$ cat config.mk
export PLATFORM = sky130hd
export DESIGN_NAME = scs_top
export DESIGN_NICKNAME = d
export VERILOG_FILES = /design/src/scs_pkg.sv /design/src/scs_top.sv
export SDC_FILE = /design/constraint.sdc
export NUM_CORES = 1
export LEC_CHECK = 0
export BUFFER_PORTS_ARGS = -buffer_cell sky130_fd_sc_hd__buf_4
export CAP_MARGIN = 5
export CELL_PAD_IN_SITES_DETAIL_PLACEMENT = 1
export CELL_PAD_IN_SITES_GLOBAL_PLACEMENT = 2
export CORE_ASPECT_RATIO = 0.8
export CORE_MARGIN = 2
export CORE_UTILIZATION = 35
export DETAILED_ROUTE_END_ITERATION = 7
export GPL_ROUTABILITY_DRIVEN = 0
export PLACE_DENSITY = 0.73
export SLEW_MARGIN = 40
export SYNTH_ARGS = -nofsm -noshare
export SYNTH_HDL_FRONTEND = slang
export SYNTH_SLANG_ARGS = --single-unit
$ cat constraint.sdc
create_clock -name clk_sys -period 2.9 [get_ports clk_sys]
set_input_delay 0.58 -clock clk_sys [delete_from_list [all_inputs] [get_ports clk_sys]]
set_output_delay 0.58 -clock clk_sys [all_outputs]
set_load 0.02 [all_outputs]
$ cat src/scs_pkg.sv
// constants, field layout and mode codes for the system clock source select block
// Summary of operation
// - source select 11 passes the synchronised direct clock pin, three clk_sys cycles late, as the system clock.
// - prescaler mode with a divide factor of one follows its input level, like direct drive.
// - source select 10 with vco bypass set divides the oscillator or internal source by K1.
// - K1 is the divide field plus one and reaches 1024 at most.
// - source select 10 with vco bypass clear enables the loop and uses its output clock.
// - the loop factor is N over P times K2, each the matching field plus one.
// - the loop reference is selectable between the oscillator pin and the internal source.
// - while locking, the loop frequency moves by one small step per reference tick.
// - the loop output is the vco divided by K2, so T output cycles span K2 times T vco cycles.
// - vco band 00 and 01 pick two rate ranges, and band codes 1x are reserved.
// - source select 00 runs the system clock from the wakeup source.
package scs_pkg;
    // register byte offsets
    localparam logic [7:0] SCS_OFS_SYS_CFG  = 8'h00;
    localparam logic [7:0] SCS_OFS_LOOP_CFG = 8'h04;
    localparam logic [7:0] SCS_OFS_PRESC    = 8'h08;
    localparam logic [7:0] SCS_OFS_STATUS   = 8'h0c;

    // loop_config field positions
    localparam int SCS_LC_BYPASS  = 0;
    localparam int SCS_LC_REFSEL  = 1;
    localparam int SCS_LC_BAND_LO = 2;
    localparam int SCS_LC_P_LO    = 4;
    localparam int SCS_LC_N_LO    = 8;
    localparam int SCS_LC_K2_LO   = 16;

    // field widths
    localparam int SCS_P_W  = 4;
    localparam int SCS_N_W  = 7;
    localparam int SCS_K2_W = 7;
    localparam int SCS_K1_W = 10;
    localparam int SCS_INC_W = 16;

    // reset values
    localparam logic [1:0]  SCS_SEL_RST     = 2'b00;
    localparam logic        SCS_BYPASS_RST  = 1'b1;
    localparam logic [31:0] SCS_LOOP_RST    = 32'h0000_0001;

    // vco increment limits per band (scaled model of the two rate ranges)
    localparam logic [15:0] SCS_B0_MIN = 16'h0400;
    localparam logic [15:0] SCS_B0_MAX = 16'h1000;
    localparam logic [15:0] SCS_B1_MIN = 16'h0c00;
    localparam logic [15:0] SCS_B1_MAX = 16'h2000;
    localparam logic [15:0] SCS_INC_STEP = 16'h0001;

    // source select codes
    typedef enum logic [1:0] {
        SCS_SRC_WAKEUP = 2'b00,
        SCS_SRC_RSVD   = 2'b01,
        SCS_SRC_DERIV  = 2'b10,
        SCS_SRC_DIRECT = 2'b11
    } scs_src_t;
endpackage : scs_pkg

$ cat src/scs_top.sv
// system clock source select: source mux, prescaler, loop model and register port
//
// Local design decisions: the register offsets and the plain strobed port.
`timescale 1ns/1ps
module scs_top
    import scs_pkg::*;
(
    input  wire logic        clk_sys,
    input  wire logic        rst_n,
    input  wire logic [7:0]  reg_addr,
    input  wire logic [31:0] reg_wdata,
    input  wire logic        reg_wr,
    input  wire logic        reg_rd,
    output logic [31:0]      reg_rdata,
    input  wire logic        direct_clock_input_pin,
    input  wire logic        oscillator_input_pin,
    input  wire logic        internal_clock_src,
    input  wire logic        wakeup_clock_src,
    output logic             sys_clk_out,
    output logic             loop_enable,
    output logic             loop_locked
);

    ////////////////////////////////////////////////////////////////////////////
    // pin synchronisers: bit 0 direct, 1 oscillator, 2 internal, 3 wakeup
    logic [3:0] pin_s1_r;
    logic [3:0] pin_s2_r;
    logic [3:0] pin_s3_r;
    logic [3:0] pin_s1_nxt;
    logic [3:0] pin_s2_nxt;
    logic [3:0] pin_s3_nxt;

    always_comb begin
        pin_s1_nxt = {wakeup_clock_src, internal_clock_src,
                      oscillator_input_pin, direct_clock_input_pin};
        pin_s2_nxt = pin_s1_r;
        pin_s3_nxt = pin_s2_r;  // previous level, for edge detection only
    end

    always_ff @(posedge clk_sys or negedge rst_n) begin
        if (!rst_n) begin
            pin_s1_r <= 4'h0;
            pin_s2_r <= 4'h0;
            pin_s3_r <= 4'h0;
        end else begin
            pin_s1_r <= pin_s1_nxt;
            pin_s2_r <= pin_s2_nxt;
            pin_s3_r <= pin_s3_nxt;
        end
    end

    ////////////////////////////////////////////////////////////////////////////
    // register file
    scs_src_t                 active_sel_r;
    scs_src_t                 active_sel_nxt;
    logic [31:0]              loop_cfg_r;
    logic [31:0]              loop_cfg_nxt;
    logic [SCS_K1_W-1:0]      k1_field_r;
    logic [SCS_K1_W-1:0]      k1_field_nxt;
    logic [31:0]              rdata_r;
    logic [31:0]              rdata_nxt;
    logic [1:0]               band_r;
    logic [1:0]               band_nxt;
    logic                     lock_r;
    logic                     loop_en_r;
    logic [SCS_INC_W-1:0]     inc_r;

    // config fields
    logic                     bypass;
    logic                     ref_sel;
    logic [SCS_P_W-1:0]       p_field;
    logic [SCS_N_W-1:0]       n_field;
    logic [SCS_K2_W-1:0]      k2_field;

    assign bypass   = loop_cfg_r[SCS_LC_BYPASS];
    assign ref_sel  = loop_cfg_r[SCS_LC_REFSEL];
    assign p_field  = loop_cfg_r[SCS_LC_P_LO +: SCS_P_W];
    assign n_field  = loop_cfg_r[SCS_LC_N_LO +: SCS_N_W];
    assign k2_field = loop_cfg_r[SCS_LC_K2_LO +: SCS_K2_W];

    // register writes and read mux, read data one cycle after the strobe
    always_comb begin
        active_sel_nxt = active_sel_r;
        loop_cfg_nxt   = loop_cfg_r;
        k1_field_nxt   = k1_field_r;
        band_nxt       = band_r;
        rdata_nxt      = 32'h0000_0000;
        if (reg_wr) begin
            case (reg_addr)
                SCS_OFS_SYS_CFG: begin
                    if (scs_src_t'(reg_wdata[1:0]) != SCS_SRC_RSVD) begin
                        active_sel_nxt = scs_src_t'(reg_wdata[1:0]);
                    end
                end
                SCS_OFS_LOOP_CFG: begin
                    loop_cfg_nxt = reg_wdata;
                    if (!reg_wdata[SCS_LC_BAND_LO + 1]) begin
                        band_nxt = reg_wdata[SCS_LC_BAND_LO +: 2];
                    end
                end
                // ten-bit field, K1 up to 1024
                SCS_OFS_PRESC: k1_field_nxt = reg_wdata[SCS_K1_W-1:0];
                default: ;
            endcase
        end
        if (reg_rd) begin
            case (reg_addr)
                SCS_OFS_SYS_CFG:  rdata_nxt = {30'h0, active_sel_r};
                SCS_OFS_LOOP_CFG: rdata_nxt = {loop_cfg_r[31:4], band_r, loop_cfg_r[1:0]};
                SCS_OFS_PRESC:    rdata_nxt = {22'h0, k1_field_r};
                SCS_OFS_STATUS:   rdata_nxt = {inc_r, 14'h0, loop_en_r, lock_r};
                default:          rdata_nxt = 32'h0000_0000;
            endcase
        end
    end

    always_ff @(posedge clk_sys or negedge rst_n) begin
        if (!rst_n) begin
            active_sel_r <= scs_src_t'(SCS_SEL_RST);
            loop_cfg_r   <= SCS_LOOP_RST;
            k1_field_r   <= '0;
            band_r       <= 2'b00;
            rdata_r      <= 32'h0000_0000;
        end else begin
            active_sel_r <= active_sel_nxt;
            loop_cfg_r   <= loop_cfg_nxt;
            k1_field_r   <= k1_field_nxt;
            band_r       <= band_nxt;
            rdata_r      <= rdata_nxt;
        end
    end

    ////////////////////////////////////////////////////////////////////////////
    // prescaler path, counts reference rising edges
    logic                 ref_lvl;
    logic                 ref_prev;
    logic                 ref_rise;
    logic [SCS_K1_W-1:0]  k1_cnt_r;
    logic [SCS_K1_W-1:0]  k1_cnt_nxt;
    logic [SCS_K1_W:0]    k1_half;
    logic                 presc_lvl;

    // reference from oscillator pin or internal source
    assign ref_lvl  = ref_sel ? pin_s2_r[2] : pin_s2_r[1];
    assign ref_prev = ref_sel ? pin_s3_r[2] : pin_s3_r[1];
    assign ref_rise = ref_lvl & ~ref_prev;
    assign k1_half  = ({1'b0, k1_field_r} + 11'h001) >> 1;

    always_comb begin
        k1_cnt_nxt = k1_cnt_r;
        if (ref_rise) begin
            k1_cnt_nxt = (k1_cnt_r >= k1_field_r) ? '0 : k1_cnt_r + 1'b1;
        end
        // factor one follows input duty cycle
        if (k1_field_r == '0) begin
            presc_lvl = ref_lvl;
        end else begin
            presc_lvl = ({1'b0, k1_cnt_r} < k1_half);
        end
    end

    always_ff @(posedge clk_sys or negedge rst_n) begin
        if (!rst_n) begin
            k1_cnt_r <= '0;
        end else begin
            k1_cnt_r <= k1_cnt_nxt;
        end
    end

    ////////////////////////////////////////////////////////////////////////////
    // loop model: input divider, vco accumulator, frequency lock, output divider
    logic [SCS_P_W-1:0]     p_cnt_r;
    logic [SCS_P_W-1:0]     p_cnt_nxt;
    logic [SCS_INC_W-1:0]   acc_r;
    logic [SCS_INC_W-1:0]   acc_nxt;
    logic [SCS_INC_W-1:0]   inc_nxt;
    logic                   vco_lvl_r;
    logic                   vco_lvl_nxt;
    logic [SCS_N_W:0]       vco_cnt_r;
    logic [SCS_N_W:0]       vco_cnt_nxt;
    logic [SCS_K2_W-1:0]    k2_cnt_r;
    logic [SCS_K2_W-1:0]    k2_cnt_nxt;
    logic                   loop_lvl_r;
    logic                   loop_lvl_nxt;
    logic                   lock_nxt;
    logic                   loop_en_nxt;
    logic                   ref_tick;
    logic                   half_edge;
    logic                   vco_rise;
    logic [SCS_N_W:0]       n_target;
    logic [SCS_INC_W-1:0]   inc_min;
    logic [SCS_INC_W-1:0]   inc_max;
    logic [SCS_INC_W:0]     acc_sum;

    assign inc_min  = band_r[0] ? SCS_B1_MIN : SCS_B0_MIN;
    assign inc_max  = band_r[0] ? SCS_B1_MAX : SCS_B0_MAX;
    // N is the field plus one
    assign n_target = {1'b0, n_field} + 8'h01;
    assign acc_sum  = {1'b0, acc_r} + {1'b0, inc_r};
    assign half_edge = acc_sum[SCS_INC_W];
    assign vco_rise  = half_edge & ~vco_lvl_r;
    // reference divided by P before comparison
    assign ref_tick  = ref_rise && (p_cnt_r >= p_field);

    always_comb begin
        // loop runs only in derived mode with bypass clear
        loop_en_nxt = (active_sel_r == SCS_SRC_DERIV) && !bypass;
        p_cnt_nxt   = p_cnt_r;
        acc_nxt     = acc_r;
        inc_nxt     = inc_r;
        vco_lvl_nxt = vco_lvl_r;
        vco_cnt_nxt = vco_cnt_r;
        k2_cnt_nxt  = k2_cnt_r;
        loop_lvl_nxt = loop_lvl_r;
        lock_nxt    = lock_r;
        if (!loop_en_r) begin
            // idle loop restarts from the low band edge
            p_cnt_nxt   = '0;
            acc_nxt     = '0;
            inc_nxt     = inc_min;
            vco_lvl_nxt = 1'b0;
            vco_cnt_nxt = '0;
            k2_cnt_nxt  = '0;
            loop_lvl_nxt = 1'b0;
            lock_nxt    = 1'b0;
        end else begin
            acc_nxt = acc_sum[SCS_INC_W-1:0];
            if (ref_rise) begin
                p_cnt_nxt = ref_tick ? '0 : p_cnt_r + 1'b1;
            end
            if (half_edge) begin
                vco_lvl_nxt = ~vco_lvl_r;
                // toggle every K2 half cycles, period K2 vco cycles
                if (k2_cnt_r >= k2_field) begin
                    k2_cnt_nxt   = '0;
                    loop_lvl_nxt = ~loop_lvl_r;
                end else begin
                    k2_cnt_nxt = k2_cnt_r + 1'b1;
                end
            end
            if (vco_rise && (vco_cnt_r != '1)) begin
                vco_cnt_nxt = vco_cnt_r + 1'b1;
            end
            if (ref_tick) begin
                vco_cnt_nxt = '0;
                lock_nxt    = (vco_cnt_r == n_target);
                // one small step per tick, never a jump
                if (vco_cnt_r < n_target) begin
                    if (inc_r < inc_max) inc_nxt = inc_r + SCS_INC_STEP;
                end else if (vco_cnt_r > n_target) begin
                    if (inc_r > inc_min) inc_nxt = inc_r - SCS_INC_STEP;
                end
            end
            // band change pulls rate back inside range one step per cycle
            if (inc_r > inc_max) inc_nxt = inc_r - SCS_INC_STEP;
            if (inc_r < inc_min) inc_nxt = inc_r + SCS_INC_STEP;
        end
    end

    always_ff @(posedge clk_sys or negedge rst_n) begin
        if (!rst_n) begin
            p_cnt_r    <= '0;
            acc_r      <= '0;
            inc_r      <= SCS_B0_MIN;
            vco_lvl_r  <= 1'b0;
            vco_cnt_r  <= '0;
            k2_cnt_r   <= '0;
            loop_lvl_r <= 1'b0;
            lock_r     <= 1'b0;
            loop_en_r  <= 1'b0;
        end else begin
            p_cnt_r    <= p_cnt_nxt;
            acc_r      <= acc_nxt;
            inc_r      <= inc_nxt;
            vco_lvl_r  <= vco_lvl_nxt;
            vco_cnt_r  <= vco_cnt_nxt;
            k2_cnt_r   <= k2_cnt_nxt;
            loop_lvl_r <= loop_lvl_nxt;
            lock_r     <= lock_nxt;
            loop_en_r  <= loop_en_nxt;
        end
    end

    ////////////////////////////////////////////////////////////////////////////
    // system clock source mux, registered so the output is glitch free
    logic sys_clk_r;
    logic sys_clk_nxt;

    always_comb begin
        case (active_sel_r)
            // direct pin at its own rate and duty
            SCS_SRC_DIRECT: sys_clk_nxt = pin_s2_r[0];
            SCS_SRC_DERIV:  sys_clk_nxt = bypass ? presc_lvl : loop_lvl_r;
            // wakeup source, no external clock needed
            SCS_SRC_WAKEUP: sys_clk_nxt = pin_s2_r[3];
            default:        sys_clk_nxt = sys_clk_r;  // not reachable, see write path
        endcase
    end

    always_ff @(posedge clk_sys or negedge rst_n) begin
        if (!rst_n) begin
            sys_clk_r <= 1'b0;
        end else begin
            sys_clk_r <= sys_clk_nxt;
        end
    end

    assign sys_clk_out = sys_clk_r;
    assign loop_enable = loop_en_r;
    assign loop_locked = lock_r;
    assign reg_rdata   = rdata_r;

endmodule : scs_top

==> metrics.md <==
| Metric | Value |
|---|---|
| Crit Path Class | `reg2reg` |
| RR Startpoint | `loop_cfg_r[8]` |
| MaxCap Viol Count | `0` |
| Total track usage | `0.202` |
| Synth area leader | `dfrtp_1` |
| Setup crit end kind | `flop` |
| Total gr overflow | `0` |
| Min cycle time layout | `2980 ps` |
| ANT nets after route | `0` |
| CTS H-tree depth | `4` |
| First-pass GRT wire length | `39.7 mm` |
| Worst EP arrival | `3340 ps` |
| Register bit total from synthesis | `151` |
| Starting Density | `0.354` |
| CP Launch Point | `loop_cfg_r[8]` |
| Most frequent cells in the layout | `149 x dfrtp_1, 132 x buf_4, 72 x nor2_1` |
| Distinct cells, synth | `70` |
| Post-synth top area share | `0.437` |
| Worst path required time | `3260 ps` |
| Clk buf depth | `2` |
| Worst-Margin Slew | `618 ps` |
| Largest net degree at the start of global routing | `53` |
| Die H | `144 µm` |
| Post-route DRC | `0` |
| Register area share after synthesis | `0.443` |
| Post-synth ARST share | `1.00` |
| Fmax | `335 MHz` |
| IO Pins | `83` |
| CTS tree | `yes` |
| Final Hold Viols | `0` |
| Violated checks | `setup timing` |
| Worst hold path type | `in2async` |
| Clock transition at the registers of the reported paths | `60 ps` |
| Status | `complete, but fails checks` |
| Power Dens Cells | `489 mW/mm²` |
| Final-stage net count | `1094` |
| Commonest non-fill, non-tap cell in the layout | `dfrtp_1` |
| Tcrit/Tclk final | `1.03` |
| Layout cells sized above 1 | `0.255` |
| Overall routed net length | `24.8 mm` |
| Internal Power | `3.85 mW` |
| Fraction of power spent switching nets | `0.262` |
| Hold_buf cts | `0` |
| Synth Flop Type | `dfrtp_1` |
| Worst skew pair latency | `430 ps` |
| Part of the power in combinational logic | `0.130` |
| Max IR drop VDD | `0.000418 V` |
| Total power | `5.22 mW` |
| Clock power share | `0.443` |
| Max-slew violations | `0` |
| Leakage power | `5.00 nW` |
| R2r endpoint | `inc_r[12]` |
| Input/output buffers | `82` |
| Mapped Avg Cell Area | `10.0 µm²` |
| Sequential power share | `0.427` |
| Post-synth EDFFs | `0` |
| FF-to-FF path depth | `11` |
| Final WS setup | `-82.5 ps` |
| Die W | `179 µm` |
| HPWL Detailed | `18.3 mm` |
| Routed vias | `6905` |
| WL/cell | `18.9 µm` |
| Setup TNS | `-362 ps` |
| Vias in the first global route | `7173` |
| NetSw | `1.37 mW` |
| Cts bufs inserted | `17` |
| Crit-path max FO | `6` |
| First DRT Iteration DRCs | `263` |
| Mapped Area | `0.00853 mm²` |
| Setup violations, final | `6` |
| Largest cells by area after synthesis | `dfrtp_1 44%, ha_1 9.8%, mux2_2 6.5%` |
| Vias/cell | `5.28` |
| Final clock skew | `12.1 ps` |
| Antenna diodes | `0` |
| Core Region | `0.0241 mm²` |
| Gate Count Post-Synth | `849` |
| Initial antenna violation count | `1` |
| FP Rows | `51` |
| Total nets after synthesis | `965` |
| Total die area | `0.0256 mm²` |
| Max-slew headroom | `0.587` |
| Unrepaired setup endpoints after global routing | `yes` |
| CP startpoint kind | `flop` |
| CTS sink cnt | `151` |
| Area growth from synthesis to layout | `25.2%` |
| R2r setup slk | `-80 ps` |
| Root buffer cell | `clkbuf_16` |
| Synth Warn # | `0` |
| Initial DRT Pass Iterations | `5` |
## power by group through the flow
stage	sequential [mW]	clock [mW]	combinational [mW]
after floorplan	2.25	0	0.378
after global placement	2.27	0	0.639
after detailed placement	2.27	0	0.649
after CTS	2.23	2.38	0.658
after global routing	2.24	2.46	0.764
final	2.23	2.31	0.678
## worst max path at each step
stage / endpoint / slack, ps / depth (start not counted)
after global placement: inc_r[2] / 50 / 12
after floorplan: inc_r[12] / 60 / 12
after detailed placement: inc_r[2] / -80 / 11
after global routing: inc_r[12] / -160 / 11
after CTS: inc_r[12] / -20 / 11
final: inc_r[12] / -80 / 11
## layer usage
| layer | GRT usage | vias to the layer above | part of all wire |
|---|---|---|---|
| met5 | 0 | - | 0 |
| met4 | 0.0526 | 0 | 0.014 |
| met3 | 0.0402 | 25 | 0.038 |
| met2 | 0.304 | 101 | 0.44 |
| met1 | 0.295 | 3444 | 0.51 |
| li1 | - | 3335 | - |
## through the flow
step                      hold slack [ps]  setup WS [ps]  cell area, µm²  utilization  std cells
after detailed placement              336          -75.1            9860        0.409       1273
after floorplan                       284           64.0            8530            -        849
after CTS                            66.4          -24.1           10500        0.434       1305
after global routing                 74.5           -163           10700        0.443       1309
after global placement                334           50.6            9860        0.409       1272
final                                59.7          -82.5           10700        0.443       1309
## sequential cells by signal, summed over array words and instances (netlist names), 4 cells and up
register and count:
acc_r 16, inc_r 16, k1_cnt_r 10, k1_field_r 10, k2_cnt_r 7, loop_cfg_r 30
p_cnt_r 4, pin_s1_r 4, pin_s2_r 4, reg_rdata 32, vco_cnt_r 8
## worst max-delay path, cell delays in order (launching register included)
cell      delay [ps]
dfrtp_1          400
ha_2             220
xnor2_2          130
ha_1             290
a21o_1           190
a221o_1          400
a21o_1           230
a211oi_4         300
nor2_4           120
buf_12           150
or3_4            360
a21oi_2          130
## cell usage after synthesis, types with 5 or more instances
library cell	number
nor3b_1	5
ha_1	67
nor3_1	14
xor2_1	11
xnor2_1	17
mux2i_1	9
nor2b_1	9
clkbuf_1	22
o2bb2ai_1	5
nand2b_1	14
o22ai_1	5
inv_1	51
o21ai_0	43
nand2_1	46
nand4_1	9
and3_1	24
nand3_1	38
mux2_2	49
a22oi_1	27
o21a_1	5
or3_1	16
a22o_1	8
a21oi_1	37
nor2_1	72
dfrtp_1	149
and4_1	5
a21o_1	19
## cell families after synthesis
| group | share of synthesized area |
|---|---|
| AOI/OAI and AO/OA | 0.153 |
| xor gates and xnor gates | 0.0287 |
| adders and majority gates | 0.101 |
| buffers and inverters | 0.0399 |
| DFF | 0.443 |
| muxes | 0.0752 |
| and+or+nand+nor | 0.160 |
## repair_timing
action	4_1_cts	5_1_grt
endpoints found under the hold margin	0	0
pin swaps	5	16
gates cloned	0	2
setup buffers	0	2
endpoints found under the setup margin	9	25
resized for setup	3	28
## cell type report
cell class | instances | area [µm²]
Fill cell | 2763 | 13400
Tap cell | 318 | 398
Clock buffer | 20 | 437
Sequential cell | 151 | 3780
Inverter | 52 | 195
Timing Repair Buffer | 142 | 1160
Multi-Input combinational cell | 614 | 4540
Clock inverter | 12 | 168
Note: power is estimated with default switching activity, not from simulation.
